<file path="config.mk">
export PLATFORM = sky130hd
export DESIGN_NAME = tcam_tone_regs
export DESIGN_NICKNAME = d
export VERILOG_FILES = /design/src/tcam_pkg.sv /design/src/tcam_gain_field.sv /design/src/tcam_set_field.sv /design/src/tcam_tone_regs.sv
export SDC_FILE = /design/constraint.sdc
export NUM_CORES = 1
export LEC_CHECK = 0
export BUFFER_PORTS_ARGS = -buffer_cell sky130_fd_sc_hd__buf_2
export CAP_MARGIN = 0
export CELL_PAD_IN_SITES_DETAIL_PLACEMENT = 0
export CELL_PAD_IN_SITES_GLOBAL_PLACEMENT = 1
export CORE_MARGIN = 2
export CORE_UTILIZATION = 47
export CTS_BUF_LIST = sky130_fd_sc_hd__clkbuf_8
export DETAILED_ROUTE_END_ITERATION = 10
export MAX_ROUTING_LAYER = met4
export PLACE_DENSITY = 0.95
export SETUP_SLACK_MARGIN = 0.2
export SLEW_MARGIN = 10
export SYNTH_ARGS = -nofsm -noshare
export SYNTH_HDL_FRONTEND = slang
export SYNTH_SLANG_ARGS = --single-unit
</file>
<file path="constraint.sdc">
create_clock -name mclk -period 8.03 [get_ports mclk]
set_input_delay 1.606 -clock mclk [delete_from_list [all_inputs] [get_ports mclk]]
set_output_delay 1.606 -clock mclk [all_outputs]
set_load 0.1 [all_outputs]
</file>
<file path="src/tcam_pkg.sv">
// Function
// - Bass index holds four bytes: sub, pair 6/5, pair 4/3, group 7/2/1.
// - Bass index resets to 0x12 in every byte, zero gain.
// - Treble index uses the same byte layout and resets to 0x12.
// - Index 0x00 is +18 dB, one dB less per step, 0x24 is -18 dB.
// - Treble set code 0 keeps set, 1-5 select sets, 6-7 illegal.
// - Treble set fields at 26-24, 18-16, 10-8, 2-0; bits above reserved.
// - Pair 6/5 tone goes to line outs in six-channel, surround in eight.
// - AM bit 24: 0 frequency scaling, 1 rate-conversion avoidance.
// - AM bit 20 enables avoidance; bits 19:18 pick one of four sequences.
// - AM bit 17 picks the IF: 0 is 455 kHz, 1 is 262.5 kHz.
// - AM bit 16 picks tuned value coding: 0 decimal digits, 1 binary.
// - AM bits 31:25 and 23:21 are reserved and have no function.
// - Tuned frequency in low two bytes; digit mode holds four kHz digits.
// - Binary mode tuned value is 11 bits in bits 10:0, reset zero.
package tcam_pkg;

	// ==========================================================
	// Register subaddresses
	localparam logic [7:0]  ADDR_BASS_IDX   = 8'hdb;
	localparam logic [7:0]  ADDR_TREBLE_SET = 8'hdc;
	localparam logic [7:0]  ADDR_TREBLE_IDX = 8'hdd;
	localparam logic [7:0]  ADDR_AM_CTL     = 8'hde;

	// ==========================================================
	// Tone index coding
	localparam int          GROUPS          = 4;
	localparam logic [7:0]  IDX_MAX         = 8'h24;
	localparam logic [7:0]  IDX_RESET       = 8'h12;
	localparam logic [5:0]  GAIN_TOP_DB     = 6'h12;
	localparam logic [5:0]  GAIN_ZERO_DB    = 6'h00;
	localparam logic [31:0] TONE_IDX_RESET  = 32'h1212_1212;

	// ==========================================================
	// Treble filter set coding, field pitch of one byte
	localparam logic [2:0]  SET_MIN         = 3'h1;
	localparam logic [2:0]  SET_MAX         = 3'h5;
	localparam logic [2:0]  SET_RESET       = 3'h1;

	// ==========================================================
	// AM avoidance control field positions
	localparam int          AM_SRC_BIT      = 24;
	localparam int          AM_EN_BIT       = 20;
	localparam int          AM_SEQ_LO       = 18;
	localparam int          AM_IF_BIT       = 17;
	localparam int          AM_BIN_BIT      = 16;
	localparam int          FREQ_BIN_W      = 11;
	localparam logic [15:0] AM_FREQ_RESET   = 16'h0000;
	localparam logic [31:0] AM_CTL_RESET    = 32'h0000_0000;

	// ==========================================================
	// Types
	typedef logic signed [5:0] tcam_gain_t;

	typedef enum logic [2:0] {
		SEL_NONE,
		SEL_BASS,
		SEL_SET,
		SEL_TREBLE,
		SEL_AM
	} tcam_sel_e;

	typedef struct packed {
		tcam_gain_t sub;
		tcam_gain_t surr;
		tcam_gain_t rear;
		tcam_gain_t front;
	} tcam_gain_s;

	typedef struct packed {
		logic [2:0] sub;
		logic [2:0] surr;
		logic [2:0] rear;
		logic [2:0] front;
	} tcam_set_s;

	typedef struct packed {
		tcam_gain_t line_bass;
		tcam_gain_t line_treble;
		tcam_gain_t surr_bass;
		tcam_gain_t surr_treble;
	} tcam_pair_s;

	typedef struct packed {
		logic        src_rate;
		logic        enable;
		logic [1:0]  seq;
		logic        if_low;
		logic        bin_fmt;
		logic [15:0] freq;
	} tcam_am_s;

endpackage

</file>
<file path="src/tcam_gain_field.sv">
module tcam_gain_field (
	// Clock and reset
	input  wire logic             mclk,
	input  wire logic             rst_n,
	// Write of this group's byte
	input  wire logic             wr,
	input  wire logic [7:0]       code,
	// Held index and decoded gain
	output      logic [7:0]       idx_q,
	output tcam_pkg::tcam_gain_t  gain_q
);

	// ==========================================================
	// Index and gain held together so they never disagree
	always_ff @(posedge mclk) begin
		if (!rst_n) begin
			idx_q  <= tcam_pkg::IDX_RESET;
			gain_q <= tcam_pkg::GAIN_ZERO_DB;
		end else if (wr && code <= tcam_pkg::IDX_MAX) begin
			idx_q  <= code;
			gain_q <= $signed(tcam_pkg::GAIN_TOP_DB - code[5:0]);
		end
	end

	// ==========================================================
	// Checks
	a_reset_idx: assert property (@(posedge mclk)
		!rst_n |=> idx_q == tcam_pkg::IDX_RESET && gain_q == 6'h00)
		else $error("tone index not at zero gain after reset");

	a_gain_range: assert property (@(posedge mclk) disable iff (!rst_n)
		gain_q <= 6'sh12 && gain_q >= -6'sh12)
		else $error("tone gain outside plus or minus 18 dB");

	a_bad_hold: assert property (@(posedge mclk) disable iff (!rst_n)
		wr && code > tcam_pkg::IDX_MAX |=> $stable(idx_q) && $stable(gain_q))
		else $error("invalid index changed the tone setting");

endmodule

</file>
<file path="src/tcam_set_field.sv">
module tcam_set_field (
	// Clock and reset
	input  wire logic       mclk,
	input  wire logic       rst_n,
	// Write of this group's set code
	input  wire logic       wr,
	input  wire logic [2:0] code,
	// Active treble filter set
	output      logic [2:0] set_q
);

	// ==========================================================
	// Code 0 and the illegal codes leave the active set alone
	always_ff @(posedge mclk) begin
		if (!rst_n) begin
			set_q <= tcam_pkg::SET_RESET;
		end else if (wr && code >= tcam_pkg::SET_MIN &&
		             code <= tcam_pkg::SET_MAX) begin
			set_q <= code;
		end
	end

	// ==========================================================
	// Checks
	a_set_take: assert property (@(posedge mclk) disable iff (!rst_n)
		wr && code inside {[3'h1:3'h5]} |=> set_q == $past(code))
		else $error("legal set code not taken");

	a_set_keep: assert property (@(posedge mclk) disable iff (!rst_n)
		wr && code inside {3'h0, 3'h6, 3'h7} |=> $stable(set_q))
		else $error("no-change or illegal set code moved the set");

endmodule

</file>
<file path="src/tcam_tone_regs.sv">
module tcam_tone_regs (
	// Clock and reset
	input  wire logic                  mclk,
	input  wire logic                  rst_n,
	// Host register port, subaddress decoded from the serial bus
	input  wire logic                  reg_wr,
	input  wire logic                  reg_rd,
	input  wire logic [7:0]            reg_addr,
	input  wire logic [31:0]           reg_wdata,
	output      logic [31:0]           reg_rdata_q,
	output      logic                  reg_rvalid_q,
	// Output configuration, 1 for eight-channel
	input  wire logic                  chan8_mode,
	// Tone settings to the datapath
	output tcam_pkg::tcam_gain_s       bass_db_q,
	output tcam_pkg::tcam_gain_s       treble_db_q,
	output tcam_pkg::tcam_set_s        treble_set_q,
	output tcam_pkg::tcam_pair_s       pair_route_q,
	// AM interference avoidance settings
	output tcam_pkg::tcam_am_s         am_q,
	output      logic [10:0]           tuned_khz_q
);

	// ==========================================================
	// Address decode
	tcam_pkg::tcam_sel_e sel;

	always_comb begin
		case (reg_addr)
			tcam_pkg::ADDR_BASS_IDX:   sel = tcam_pkg::SEL_BASS;
			tcam_pkg::ADDR_TREBLE_SET: sel = tcam_pkg::SEL_SET;
			tcam_pkg::ADDR_TREBLE_IDX: sel = tcam_pkg::SEL_TREBLE;
			tcam_pkg::ADDR_AM_CTL:     sel = tcam_pkg::SEL_AM;
			default:                   sel = tcam_pkg::SEL_NONE;
		endcase
	end

	logic wr_bass;
	logic wr_set;
	logic wr_treble;
	logic wr_am;

	// Write strobes, one per register
	assign wr_bass   = reg_wr && sel == tcam_pkg::SEL_BASS;
	assign wr_set    = reg_wr && sel == tcam_pkg::SEL_SET;
	assign wr_treble = reg_wr && sel == tcam_pkg::SEL_TREBLE;
	assign wr_am     = reg_wr && sel == tcam_pkg::SEL_AM;

	// ==========================================================
	// Per-group tone fields
	logic [31:0] bass_idx;
	logic [31:0] treble_idx;
	logic [23:0] bass_gain;
	logic [23:0] treble_gain;
	logic [11:0] set_bus;

	// Byte g of each index register feeds group g, front group in byte 0
	for (genvar g = 0; g < tcam_pkg::GROUPS; g++) begin : g_grp
		tcam_gain_field u_bass (
			.mclk   (mclk),
			.rst_n  (rst_n),
			.wr     (wr_bass),
			.code   (reg_wdata[8*g +: 8]),
			.idx_q  (bass_idx[8*g +: 8]),
			.gain_q (bass_gain[6*g +: 6])
		);
		tcam_gain_field u_treble (
			.mclk   (mclk),
			.rst_n  (rst_n),
			.wr     (wr_treble),
			.code   (reg_wdata[8*g +: 8]),
			.idx_q  (treble_idx[8*g +: 8]),
			.gain_q (treble_gain[6*g +: 6])
		);
		tcam_set_field u_set (
			.mclk   (mclk),
			.rst_n  (rst_n),
			.wr     (wr_set),
			.code   (reg_wdata[8*g +: 3]),
			.set_q  (set_bus[3*g +: 3])
		);
	end

	// Group flops packed into the carrier structs, subwoofer first
	assign bass_db_q    = tcam_pkg::tcam_gain_s'(bass_gain);
	assign treble_db_q  = tcam_pkg::tcam_gain_s'(treble_gain);
	assign treble_set_q = tcam_pkg::tcam_set_s'(set_bus);

	// ==========================================================
	// Pair 6/5 routing by output configuration
	// The unused destination sits at 0 dB so a mode change never
	// leaves a stale boost on outputs that were just re-purposed.
	always_ff @(posedge mclk) begin
		if (!rst_n) begin
			pair_route_q <= '0;
		end else if (chan8_mode) begin
			pair_route_q.surr_bass   <= bass_db_q.surr;
			pair_route_q.surr_treble <= treble_db_q.surr;
			pair_route_q.line_bass   <= tcam_pkg::GAIN_ZERO_DB;
			pair_route_q.line_treble <= tcam_pkg::GAIN_ZERO_DB;
		end else begin
			pair_route_q.line_bass   <= bass_db_q.surr;
			pair_route_q.line_treble <= treble_db_q.surr;
			pair_route_q.surr_bass   <= tcam_pkg::GAIN_ZERO_DB;
			pair_route_q.surr_treble <= tcam_pkg::GAIN_ZERO_DB;
		end
	end

	// ==========================================================
	// AM avoidance control, reserved bits are not stored
	always_ff @(posedge mclk) begin
		if (!rst_n) begin
			am_q <= '0;
			am_q.freq <= tcam_pkg::AM_FREQ_RESET;
		end else if (wr_am) begin
			am_q.src_rate <= reg_wdata[tcam_pkg::AM_SRC_BIT];
			am_q.enable   <= reg_wdata[tcam_pkg::AM_EN_BIT];
			am_q.seq      <= reg_wdata[tcam_pkg::AM_SEQ_LO +: 2];
			am_q.if_low   <= reg_wdata[tcam_pkg::AM_IF_BIT];
			am_q.bin_fmt  <= reg_wdata[tcam_pkg::AM_BIN_BIT];
			am_q.freq     <= reg_wdata[15:0];
		end
	end

	// ==========================================================
	// Tuned frequency decode to plain kHz
	logic [11:0] bcd_sum;
	logic        bcd_ok;

	// Thousands is a single bit; the top of the range is 1999 kHz
	always_comb begin
		bcd_sum = {11'h000, am_q.freq[12]} * 12'h3e8 +
		          {8'h00, am_q.freq[11:8]} * 12'h064 +
		          {8'h00, am_q.freq[7:4]} * 12'h00a +
		          {8'h00, am_q.freq[3:0]};
		bcd_ok  = am_q.freq[11:8] <= 4'h9 && am_q.freq[7:4] <= 4'h9 &&
		          am_q.freq[3:0] <= 4'h9;
	end

	// A malformed digit keeps the last good value rather than
	// steering avoidance toward a frequency nobody tuned.
	always_ff @(posedge mclk) begin
		if (!rst_n) begin
			tuned_khz_q <= '0;
		end else if (am_q.bin_fmt) begin
			tuned_khz_q <= am_q.freq[tcam_pkg::FREQ_BIN_W-1:0];
		end else if (bcd_ok) begin
			tuned_khz_q <= bcd_sum[10:0];
		end
	end

	// ==========================================================
	// Read path, one cycle after the request
	always_ff @(posedge mclk) begin
		if (!rst_n) begin
			reg_rdata_q <= '0;
		end else if (reg_rd) begin
			case (sel)
				tcam_pkg::SEL_BASS:   reg_rdata_q <= bass_idx;
				tcam_pkg::SEL_TREBLE: reg_rdata_q <= treble_idx;
				tcam_pkg::SEL_SET: begin
					reg_rdata_q <= {5'h00, set_bus[11:9],
					                5'h00, set_bus[8:6],
					                5'h00, set_bus[5:3],
					                5'h00, set_bus[2:0]};
				end
				tcam_pkg::SEL_AM: begin
					reg_rdata_q <= {7'h00, am_q.src_rate, 3'h0,
					                am_q.enable, am_q.seq, am_q.if_low,
					                am_q.bin_fmt, am_q.freq};
				end
				default:              reg_rdata_q <= '0;
			endcase
		end
	end

	// Read valid strobe
	always_ff @(posedge mclk) begin
		if (!rst_n) begin
			reg_rvalid_q <= 1'b0;
		end else begin
			reg_rvalid_q <= reg_rd;
		end
	end

	// ==========================================================
	// Checks
	a_bass_layout: assert property (
		@(posedge mclk) disable iff (!rst_n)
		wr_bass && reg_wdata[31:24] == 8'h00 |=>
		bass_db_q.sub == 6'sh12 && bass_idx[31:24] == 8'h00)
		else $error("subwoofer bass byte not at bits 31:24");

	a_bass_rear: assert property (
		@(posedge mclk) disable iff (!rst_n)
		wr_bass && reg_wdata[15:8] == 8'h24 |=>
		bass_db_q.rear == -6'sh12 && bass_idx[15:8] == 8'h24)
		else $error("bass index 0x24 did not give -18 dB");

	a_treble_layout: assert property (
		@(posedge mclk) disable iff (!rst_n)
		wr_treble && reg_wdata[31:24] == 8'h00 |=>
		treble_db_q.sub == 6'sh12 && treble_idx[31:24] == 8'h00)
		else $error("subwoofer treble byte not at bits 31:24");

	a_treble_gain: assert property (
		@(posedge mclk) disable iff (!rst_n)
		wr_treble && reg_wdata[7:0] == 8'h24 |=>
		treble_db_q.front == -6'sh12)
		else $error("treble index 0x24 did not give -18 dB");

	// Reset checks carry no disable so the load itself is seen
	a_tone_reset: assert property (
		@(posedge mclk)
		!rst_n |=> bass_idx == tcam_pkg::TONE_IDX_RESET &&
		treble_idx == tcam_pkg::TONE_IDX_RESET)
		else $error("tone index registers not at reset value");

	a_set_reset: assert property (
		@(posedge mclk)
		!rst_n |=> treble_set_q == {4{tcam_pkg::SET_RESET}})
		else $error("treble sets not at set 1 after reset");

	a_set_fields: assert property (
		@(posedge mclk) disable iff (!rst_n)
		wr_set && reg_wdata[26:24] == 3'h5 |=>
		treble_set_q.sub == 3'h5)
		else $error("subwoofer treble set not taken from bits 26:24");

	// Reserved set bits are never stored, so they must read as zero
	a_set_read: assert property (
		@(posedge mclk) disable iff (!rst_n)
		reg_rd && sel == tcam_pkg::SEL_SET |=>
		reg_rdata_q[31:27] == 5'h00 && reg_rdata_q[23:19] == 5'h00 &&
		reg_rdata_q[15:11] == 5'h00 && reg_rdata_q[7:3] == 5'h00)
		else $error("reserved treble set bits read nonzero");

	// Each half of pair 6/5 is watched in both configurations
	a_pair_route: assert property (
		@(posedge mclk) disable iff (!rst_n)
		chan8_mode [*2] |->
		pair_route_q.line_bass == 6'h00 &&
		pair_route_q.surr_bass == $past(bass_db_q.surr))
		else $error("pair 6/5 not routed to surround in eight-channel");

	a_pair_treble: assert property (
		@(posedge mclk) disable iff (!rst_n)
		chan8_mode [*2] |->
		pair_route_q.line_treble == 6'h00 &&
		pair_route_q.surr_treble == $past(treble_db_q.surr))
		else $error("pair 6/5 treble not routed to surround");

	a_pair_line: assert property (
		@(posedge mclk) disable iff (!rst_n)
		(!chan8_mode) [*2] |->
		pair_route_q.surr_bass == 6'h00 &&
		pair_route_q.surr_treble == 6'h00 &&
		pair_route_q.line_bass == $past(bass_db_q.surr) &&
		pair_route_q.line_treble == $past(treble_db_q.surr))
		else $error("pair 6/5 not routed to line outs in six-channel");

	a_am_modes: assert property (
		@(posedge mclk) disable iff (!rst_n)
		wr_am |=> am_q.src_rate == $past(reg_wdata[24]) &&
		am_q.enable == $past(reg_wdata[20]) &&
		am_q.seq == $past(reg_wdata[19:18]))
		else $error("AM mode, enable or sequence not taken");

	a_am_if_fmt: assert property (
		@(posedge mclk) disable iff (!rst_n)
		wr_am |=> am_q.if_low == $past(reg_wdata[17]) &&
		am_q.bin_fmt == $past(reg_wdata[16]))
		else $error("IF or tuned coding select not taken");

	a_am_freq: assert property (
		@(posedge mclk) disable iff (!rst_n)
		wr_am |=> am_q.freq == $past(reg_wdata[15:0]))
		else $error("tuned value not stored from bits 15:0");

	a_am_reset: assert property (
		@(posedge mclk)
		!rst_n |=> am_q == '0 && tuned_khz_q == 11'h000)
		else $error("AM control or tuned value not zero after reset");

	a_am_reserved: assert property (
		@(posedge mclk) disable iff (!rst_n)
		reg_rd && sel == tcam_pkg::SEL_AM |=> reg_rvalid_q &&
		reg_rdata_q[31:25] == 7'h00 && reg_rdata_q[23:21] == 3'h0)
		else $error("AM reserved bits read nonzero");

	a_bcd_decode: assert property (
		@(posedge mclk) disable iff (!rst_n)
		wr_am && !reg_wdata[16] && reg_wdata[15:0] == 16'h1530 |=>
		##1 tuned_khz_q == 11'h5fa)
		else $error("decimal digits 1530 not decoded to 1530 kHz");

	// A bad digit must not disturb the tuning already in use
	a_bcd_hold: assert property (
		@(posedge mclk) disable iff (!rst_n)
		!am_q.bin_fmt && am_q.freq[11:8] > 4'h9 |=>
		$stable(tuned_khz_q))
		else $error("malformed decimal digit moved the tuned value");

	a_bin_decode: assert property (
		@(posedge mclk) disable iff (!rst_n)
		wr_am && reg_wdata[16] |=> ##1
		tuned_khz_q == $past(reg_wdata[10:0], 2))
		else $error("binary tuned value not taken from bits 10:0");

	// Read strobe answers exactly one cycle later, never unbidden
	a_read_valid: assert property (
		@(posedge mclk) disable iff (!rst_n)
		reg_rd |=> reg_rvalid_q)
		else $error("read not answered one cycle later");

	a_read_quiet: assert property (
		@(posedge mclk) disable iff (!rst_n)
		!reg_rd |=> !reg_rvalid_q)
		else $error("read valid raised without a read");

	a_unmapped: assert property (
		@(posedge mclk) disable iff (!rst_n)
		reg_rd && sel == tcam_pkg::SEL_NONE |=>
		reg_rdata_q == 32'h0000_0000)
		else $error("unmapped subaddress read nonzero");

endmodule

</file>
* Yosys cells after proc, flatten, opt, wreduce, memory -nomap -nowiden
Index checks and enable logic that the tools add are counted.
** Storage, ports and cells
- Flip-flop bits (word level) :: 214
- Output and inout bits :: 150
- Word-level logic and storage cells :: 96
** Operators by class
- Add/subtract/negate cells :: 7
- $mul :: 3
- Magnitude comparators :: 15
- Equality and inequality tests :: 8
- Muxes and demuxes :: 4
- Bitwise logic cells :: 1
- Reductions and logical operators :: 25
** Operators with widths (number)
- $pmux 32 s4 :: 1
- $eq 8x8->1 const B :: 4
- $le 8x6->1 const B :: 4
- $sub 5x6->6 const A :: 4
- $logic_and 1x1->1 :: 22
- $mux 11 :: 2
- $ge 3x1->1 const B :: 4
- $le 3x3->1 const B :: 4
- $le 4x4->1 const B :: 3
- $pmux 3 s4 :: 1
- $add 11x11->11 :: 1
- $add 11x4->11 :: 1
- $add 11x8->11 :: 1
- $mul 4x5->9 const B :: 1
- $mul 1x7->8 const B :: 1
- $mul 4x3->7 const B :: 1
- $eq 3x2->1 const B :: 2
- $eq 3x1->1 const B :: 1
- $eq 3x3->1 const B :: 1
- $reduce_and 2->1 :: 1
- $reduce_bool 2->1 :: 1
- $reduce_or 2->1 :: 1
- $not 1->1 :: 1

* Logic depth before layout (Yosys ltp)
Gate-level depths: netlist of run 1.
- Depth after elaboration :: 6
- Gate-level depth with buffers :: 14
- Depth with buffers taken out :: 14

* Hierarchy
A second synthesis of run 1 with hierarchy kept.
** Unflattened totals
- Cells, all modules :: 1137
- Area total of the unflattened synthesis :: 10283.6 um2
** Modules (own cells, without submodules)
- tcam_gain_field :: times used 8, cells an instance 66, area each 636.9 um2, seq. area each 260.2 um2
- tcam_tone_regs :: times used 1, cells an instance 529, area each 4563.1 um2, seq. area each 1801.7 um2
- tcam_set_field :: times used 4, cells an instance 20, area each 156.4 um2, seq. area each 60.1 um2

* Least setup slack after synthesis of run 1
No wires, ideal clock.
- Kind :: flip-flop to flip-flop
- From :: register am_q[9] in the netlist's numbering
- To :: register tuned_khz_q[9]
- Library setup time :: 0.122 ns
- Arrival time :: 4.071 ns
- Path slack :: 3.837 ns
- Stages on the path, launching flop included :: 13
- Path buffers :: 0
- Clock period less this slack :: 4.193 ns
- Cell sequence :: dfxtp_1 inv_1 ha_1 ha_1 fa_1 fa_1 ha_1 ha_1 o21ai_0 a21oi_1 or3_1 a31oi_1 a311o_1
** Between the ends
- Word-level cells in the longest chain between the ends :: 6
- Elaborated cells on any way between the ends :: 10
- Those cells by class :: add/sub (3); mul (1); order compare (1); mux (2); reduce/logical (3)
** Ends and longest elaborated chain
- start, declared :: RTL line tcam_tone_regs.sv:20 : output tcam_pkg::tcam_am_s am_q,
- $mul 4x5->9 :: RTL line tcam_tone_regs.sv:133 : {8'h00, am_q.freq[11:8]} * 12'h064 +
- $add 11x11->11 :: RTL line tcam_tone_regs.sv:132 : bcd_sum = {11'h000, am_q.freq[12]} * 12'h3e8 +
- $add 11x8->11 :: RTL line tcam_tone_regs.sv:133
- $add 11x4->11 :: RTL line tcam_tone_regs.sv:134 : {8'h00, am_q.freq[7:4]} * 12'h00a +
- $mux 11 :: RTL line tcam_tone_regs.sv:147 : end else if (bcd_ok) begin
- $mux 11 :: RTL line tcam_tone_regs.sv:145 : end else if (am_q.bin_fmt) begin
- end signal, assigned :: RTL line tcam_tone_regs.sv:146 : tuned_khz_q <= am_q.freq[tcam_pkg::FREQ_BIN_W-1:0];
- end signal, assigned :: RTL line tcam_tone_regs.sv:148 : tuned_khz_q <= bcd_sum[10:0];
- end, declared :: RTL line tcam_tone_regs.sv:21 : output logic [10:0] tuned_khz_q
Parallel ways exist; a longest one is shown, timed or not. The select of a mux whose other input is x is not followed.
A chain may end at the register's enable or synchronous reset.

==> impl_results.md, run 1 <==
* Synthesized instance count at around 960
* Pleak at between 0.005 and 0.006 uW
* Clock latency on the worst-skew pair at roughly 0.52 ns
* Core area at roughly 0.019 mm^2
* Crit Path Category: input pin to register
* Cell taking the most area after synthesis: dfxtp_1
* DR WL/cell at between 15 and 20 um
* GPL Wtd Cong at 0.867
* Worst hold path type: register to register
* Outcome: complete, no violations
* Crit-path max FO at 70
* Drt pass-1 iters at 5
* Yosys Warn Count at 0
* Hold_buf cts at 0
* Pins Over Slew Limit at 0
* Worst Setup End Kind: register
* Clock sink count at 206
* Avg Inst Size Synth at between 9 and 10 um^2
* Cell internal pwr at approximately 1600 uW
* Routed WL at 25,600 um
* Die span in y at 145 um
* Most common cell after layout, fill and taps aside: dfxtp_1
* Vias at 7,722
* Dpl hpwl at 17,500 um
* Fin Setup TNS at 0 ns
* Initial Util at 0.480
* Worst path arrival time at 4.42 ns
* Core Rows at 51
* NumNets Final at 1,225
* Layout Skew at approximately 0.015 ns
* Clk network pwr share at 0.460
* Mapped cell area at between 0.009 and 0.01 mm^2
* Crit path required time at between 8 and 9 ns
* Combinational share of power at 0.053
* Post-layout min period at roughly 4 ns
* Post-Syn Nets at approximately 1,100
* Share of cells above drive strength 1 at 0.236
* Ys flop type: dfxtp_1
* First-pass GRT wire length at 40,700 um
* Sw frac at 0.238
* # IOs at between 150 and 200
* Setup Slack @ Placement at between 3 and 4 ns
* Tightest Pin Transition at between 1 and 1.5 ns
* Register share of total power at 0.486
* Tot GR Track Use at 0.246
* F_max at approximately 250 MHz
* Most frequent cells in the layout: 206 x dfxtp_1, 194 x buf_2, 120 x nor2_1
* CTS Buf Count at 36
* Max H-tree Level at 2
* Power Dens Cells at 190 mW/mm^2
* Register area share after synthesis at 0.442
* WHS at between 0.4 and 0.5 ns
* Synthesized flop and latch total at slightly above 200
* CTS tree: built
* Startpoint Class: input pin
* RSZ-0062 raised after global routing: no
* Worst Setup Slack, final at 4.06 ns
* Max IR drop VDD at approximately 0.11 mV
* CTS clk-pin slew, worst paths at approximately 0.060 ns
* FILL cells at approximately 1,700
* Area delta synth->final at 18.9%
* Root Driver: clkbuf_8
* Yosys cell types at 58
* Share of the synthesized area in the top cell type at 0.442
* Pin count of the biggest net entering global routing at between 70 and 80
* Max-slew headroom at 0.196
* Register area at slightly above 0.004 mm^2
* Initial antenna violation count at 2
* Post-route ant nets at 0
* Final Cycle Share at 0.494
* Number of synthesized flops with an enable pin at 0
* Gr ovfl total at 0
* Largest cells by area after synthesis: dfxtp_1 44%, mux2i_1 11%, ha_1 6.2%
* Die Wd at 145 um
* CTS Buffer Depth at 3
* Port bufs at 194
* Die area at 0.0210 mm^2
* NetSw at around 500 uW
* Final Setup Violations at 0
* Area occupied by multi-input gates at between 0.004 and 0.005 mm^2
* Post-synth ARST share at 0
* Post-CTS Resized at 0
* Vias/cell at about 5.5
* Max Cap Violations at 0
* Vias in the first global route at 7,431
* Final hold violation count at 0
* DRT iter0 DRCs at ~590
* Setup Buffers After CTS at 0
* Drc violations at 0
final timing paths:
kind                  startpoint        endpoint  slack, ns  depth (start not counted)
hold / removal    reg_rdata_q[3]  reg_rdata_q[3]       0.45                          2
setup / recovery           rst_n  reg_rdata_q[0]       4.06                          5
hold reg to reg   reg_rdata_q[3]  reg_rdata_q[3]       0.45                          2
setup reg to reg         am_q[7]  tuned_khz_q[9]       4.20                         12
logic make-up (layout without fill, tap and decap cells):
kind of cell / Yosys count / after routing / share of synthesized area
xor+xnor: 25 / 25 / 0.0234
buf+inv: 104 / 297 / 0.0470
fa+ha+maj: 55 / 55 / 0.0809
flops: 206 / 206 / 0.442
simple gates: 296 / 296 / 0.163
other cells: 0 / 2 / 0
compound gates: 165 / 165 / 0.133
mux: 104 / 104 / 0.111
critical path, cell delays in order:
cell,delay [ns]
buf_2,0.08
buf_4,0.52
clkinv_2,0.73
nor2_1,1.13
a22o_1,0.29
through the flow:
step / util / std cells / area (um^2) / total power [uW]
6_report: 0.570 / 1415 / 11100 / 2100
5_1_grt: 0.570 / 1415 / 11100 / 2170
4_1_cts: 0.570 / 1413 / 11100 / 2120
3_5_place_dp: 0.533 / 1352 / 10400 / 1160
3_3_place_gp: 0.533 / 1352 / 10400 / 1160
2_1_floorplan: - / 955 / 9340 / 1120
power by group through the flow:
stage	logic, uW	clock network [uW]	registers [uW]
after floorplan	66.1	0	1050
after detailed placement	111	0	1050
final	112	968	1020
after global routing	121	1030	1020
after CTS	111	987	1020
after global placement	110	0	1050
Yosys cell counts (3+ instances only):
cell type / n
a211o_1: 6
a211oi_1: 4
a21oi_1: 18
a222oi_1: 6
a22o_1: 10
a22oi_1: 26
a2bb2oi_1: 14
a311oi_1: 4
a31oi_1: 13
and2_1: 20
and3_1: 30
buf_2: 12
buf_4: 9
clkbuf_1: 44
dfxtp_1: 206
fa_1: 9
ha_1: 46
inv_1: 37
mux2i_1: 104
nand2_1: 44
nand2b_1: 5
nand3_1: 4
nand3_2: 7
nand4_1: 4
nor2_1: 120
nor2b_1: 16
nor3_1: 24
nor3b_1: 5
o211ai_1: 13
o21ai_0: 14
o22ai_1: 10
o2bb2ai_1: 8
o31ai_2: 4
or3_1: 3
xnor2_1: 8
xor2_1: 17
flip-flops by register name, indices dropped and copies added (netlist names), 11 cells and up:
register,count
g_grp.u_set.set_q,12
reg_rdata_q,32
pair_route_q,24
tuned_khz_q,11
g_grp.u_bass.idx_q,28
am_q,22
g_grp.u_bass.gain_q,24
g_grp.u_treble.idx_q,29
g_grp.u_treble.gain_q,23
per-layer routing:
metal	global-route usage	part of all wire	wire length [um]
met1	0.323	0.45	11400
met2	0.380	0.46	11800
met3	0.0487	0.067	1720
met4	0.0876	0.027	701
met5	-	0	0
cell type report:
cell class,count,area share
multi-input cells,645,0.430
clock inverters,18,0.0112
inverters,37,0.0126
repair buffers,199,0.0909
flip-flops and latches,206,0.372
clock buffers,43,0.0533
diodes,2,0.000451
well taps,265,0.0299
Note: power is estimated with default switching activity, not from simulation.
==> inputs of run 2 (changes only) <==
--- a/config.mk
+++ b/config.mk
@@ -5,16 +5,17 @@
 export SDC_FILE = /design/constraint.sdc
 export NUM_CORES = 1
 export LEC_CHECK = 0
+export ABC_AREA = 1
 export BUFFER_PORTS_ARGS = -buffer_cell sky130_fd_sc_hd__buf_2
 export CAP_MARGIN = 0
 export CELL_PAD_IN_SITES_DETAIL_PLACEMENT = 0
 export CELL_PAD_IN_SITES_GLOBAL_PLACEMENT = 1
 export CORE_MARGIN = 2
-export CORE_UTILIZATION = 47
+export CORE_UTILIZATION = 41
 export CTS_BUF_LIST = sky130_fd_sc_hd__clkbuf_8
 export DETAILED_ROUTE_END_ITERATION = 10
 export MAX_ROUTING_LAYER = met4
-export PLACE_DENSITY = 0.95
+export PLACE_DENSITY = 0.92
 export SETUP_SLACK_MARGIN = 0.2
 export SLEW_MARGIN = 10
 export SYNTH_ARGS = -nofsm -noshare
==> constraint.sdc (replaced) <==
create_clock -name mclk -period 4.05 [get_ports mclk]
set_input_delay 0.81 -clock mclk [delete_from_list [all_inputs] [get_ports mclk]]
set_output_delay 0.81 -clock mclk [all_outputs]
set_load 0.1 [all_outputs]
==> impl_results.md, run 2 <==
* Outcome: complete, no violations (unchanged)
* Initial Util at 0.421 (was 0.480)
* Drt pass-1 iters at 5 (unchanged)
* CTS tree: built (unchanged)
* Most common cell after layout, fill and taps aside: nand2_1 (was dfxtp_1)
* Yosys cell types at 34 (was 58)
* Most frequent cells in the layout: 229 x nand2_1, 202 x dfxtp_1, 194 x buf_2 (was 206 x dfxtp_1, 194 x buf_2, 120 x nor2_1)
* Clock sink count at 206 (unchanged)
* Power Dens Cells at 376 mW/mm^2 (was 190 mW/mm^2)
* Post-route ant nets at 0 (unchanged)
* Vias/cell at 5.06 (was 5.46)
* Share of cells above drive strength 1 at 0.214 (was 0.236)
* Largest cells by area after synthesis: dfxtp_1 45%, nand2_1 9.3%, a21oi_1 8.0% (was dfxtp_1 44%, mux2i_1 11%, ha_1 6.2%)
* RSZ-0062 raised after global routing: no (unchanged)
* First-pass GRT wire length at 41,900 um (was 40,700 um)
* Worst path arrival time at 3.85 ns (was 4.42 ns)
* Pin count of the biggest net entering global routing at 119 (was 77)
* Largest family of logic cells by synthesized area: simple AND/OR/NAND/NOR gates (unchanged)
* Tot GR Track Use at 0.228 (was 0.246)
* Post-synth ARST share at 0 (unchanged)
* Final hold violation count at 0 (unchanged)
* Crit path required time at 4.49 ns (was 8.48 ns)
* Tightest Pin Transition at 1.07 ns (was 1.20 ns)
* Worst Setup End Kind: register (unchanged)
* Core area at 0.0220 mm^2 (was 0.0195 mm^2)
* Adder-Cell Fraction of Synth Area at 0.0817 (was 0.0809)
* Tot Pwr at 4160 uW (was 2100 uW)
* Root Driver: clkbuf_8 (unchanged)
* F_max at roughly 300 MHz
* DP Area at 0.0103 mm^2 (was 0.0104 mm^2)
* Max-slew headroom at 0.283 (was 0.196)
* Avg Inst Size Synth at 7.85 um^2 (was 9.78 um^2)
* Layout Skew at 0.0147 ns (was 0.0152 ns)
* Share of the synthesized area in the top cell type at 0.446 (was 0.442)
* Final Cycle Share at 0.842
* Post-Syn Nets at 1,278 (was 1,055)
* Initial antenna violation count at 0 (was 2)
* Xor-xnor portion of the synthesized cell area at 0.0199 (was 0.0234)
* Crit-path max FO at 8 (was 70)
* WHS at 0.432 ns (was 0.450 ns)
* Hold_buf cts at 0 (unchanged)
* Port bufs at 194 (unchanged)
* Die span in y at 154 um (was 145 um)
* Clock latency on the worst-skew pair at 0.52 ns (about the same)
* Max Cap Violations at 0 (unchanged)
* Max H-tree Level at 2 (unchanged)
* Pins Over Slew Limit at 0 (unchanged)
* Mux share of post-synthesis cell area at 0 (was 0.111)
* Final Setup Violations at 0 (unchanged)
* NumNets Final at 1,454 (was 1,225)
* CTS Buf Count at 36 (unchanged)
* Fin Setup TNS at 0 ns (unchanged)
* Final Cell Area at 0.0111 mm^2 (about the same)
* Number of synthesized flops with an enable pin at 0 (unchanged)
* Register area share after synthesis at 0.446 (was 0.442)
* Simple-Gate Fraction of Synth Area at 0.204 (was 0.163)
* Gr ovfl total at 0 (unchanged)
* Startpoint Class: register (was input pin)
* Drc violations at 0 (unchanged)
* Area delta synth->final at 19.4% (was 18.9%)
* Most flop-heavy register: reg_rdata_q (unchanged)
* Worst hold path type: register to register (unchanged)
* Ys flop type: dfxtp_1 (unchanged)
* Setup Slack @ Placement at 0.651 ns (was 3.59 ns)
* Vias at 8,382 (was 7,722)
* Post-CTS Resized at 0 (unchanged)
* Post-synth top cells: 229 x nand2_1, 206 x dfxtp_1, 148 x a21oi_1, 105 x inv_1, 102 x o21ai_0 (was 206 x dfxtp_1, 120 x nor2_1, 104 x mux2i_1, 46 x ha_1)
* Die area at 0.0238 mm^2 (was 0.0210 mm^2)
* Pleak at 0.00526 uW (was 0.00578 uW)
* Crit Path Category: register to register (was input pin to register)
* DR WL/cell at 16.2 um (was 18.1 um)
* Flop2flop setup slack at 0.64 ns (was 4.20 ns)
* DRT iter0 DRCs at 556 (was 586)
* Vias in the first global route at 7,558 (was 7,431)
* Synthesized flop and latch total at 206 (unchanged)
* # IOs at 195 (unchanged)
* Most numerous cell in the Yosys netlist: nand2_1 (was dfxtp_1)
* Synthesized instance count at 1,178 (was 955)
* FILL cells at 2,157 (was 1,741)
* Cell taking the most area after synthesis: dfxtp_1 (unchanged)
* Max reg flops at 32 (unchanged)
* Yosys Warn Count at 0 (unchanged)
* Synth Area in Compound Gates at 0.163 (was 0.133)
* Die Wd at 154 um (was 145 um)
* Setup Buffers After CTS at 0 (unchanged)
* Worst Setup Slack, final at 0.638 ns (was 4.06 ns)
* Core Rows at 54 (was 51)
* Dpl hpwl at 19,100 um (was 17,500 um)
* GPL Wtd Cong at 0.893 (was 0.867)
* Routed WL at 26,900 um (was 25,600 um)
* Post-layout min period at approximately 3.4 ns
* CTS clk-pin slew, worst paths at 0.06 ns (about the same)
* Mapped cell area at 0.00925 mm^2 (was 0.00934 mm^2)
* Regs by FF count: reg_rdata_q (32), g_grp.u_treble.idx_q (29), g_grp.u_bass.idx_q (28) (unchanged)
* CTS Buffer Depth at 3 (unchanged)
* Max IR drop VDD at 0.202 mV (was 0.105 mV)
## run 2: layer usage
| metal | vias to the layer above | share of wire | global-route usage |
|---|---|---|---|
| met5 | - | 0 | - |
| met4 | 0 | 0.021 | 0.0592 |
| met3 | 49 | 0.063 | 0.0406 |
| met2 | 260 | 0.43 | 0.338 |
| met1 | 3824 | 0.48 | 0.321 |
| li1 | 4249 | - | - |
## run 2: worst paths after layout
kind,start,to,depth (start not counted)
worst max-delay path,am_q[8],tuned_khz_q[10],16
worst min register to register,g_grp[1].u_treble.idx_q[6],g_grp[1].u_treble.idx_q[6],2
worst min-delay path,g_grp[1].u_treble.idx_q[6],g_grp[1].u_treble.idx_q[6],2
worst max register to register,am_q[8],tuned_khz_q[10],16
## run 2: critical path: stages, from the launching register on
cell,delay (ns)
dfxtp_2,0.42
inv_1,0.08
ha_1,0.31
ha_1,0.23
fa_1,0.52
fa_1,0.43
ha_1,0.32
ha_1,0.35
nand2_1,0.08
nand2_1,0.06
a21oi_1,0.12
nand2_1,0.08
inv_1,0.05
nand2_1,0.04
nand2_1,0.05
nand2_1,0.05
a21oi_1,0.13
## run 2: final cells by class
| class | count | area (um^2) | share of cell area |
|---|---|---|---|
| clock inverters | 15 | 104 | 0.00940 |
| diodes | 1 | 2.50 | 0.000226 |
| well taps | 280 | 350 | 0.0317 |
| flip-flops and latches | 206 | 4130 | 0.374 |
| multi-input cells | 791 | 4350 | 0.393 |
| clock buffers | 45 | 619 | 0.0560 |
| inverters | 114 | 434 | 0.0393 |
| repair buffers | 205 | 1070 | 0.0965 |
## run 2: logic make-up (layout without fill, tap and decap cells)
family	after synthesis	in the layout
other	0	1
adder cells (fa/ha/maj)	55	55
buffers and inverters	181	379
AND/OR/NAND/NOR	429	429
XOR/XNOR	21	21
AO/OA/AOI/OAI	286	286
flip-flops	206	206
## run 2: report_power, final
group          switching, uW  internal, uW  leakage (uW)  total [uW]
logic                    154          53.9       0.00320         208
registers               1.53          2030       0.00166        2030
clock network            854          1070      0.000400        1920
total                   1010          3150       0.00526        4160
## run 2: per-stage QoR
| stage | util | cells |
|---|---|---|
| after global routing | 0.503 | 1656 |
| after floorplan | - | 1178 |
| final | 0.503 | 1657 |
| after detailed placement | 0.470 | 1596 |
| after CTS | 0.503 | 1656 |
| after global placement | 0.470 | 1596 |
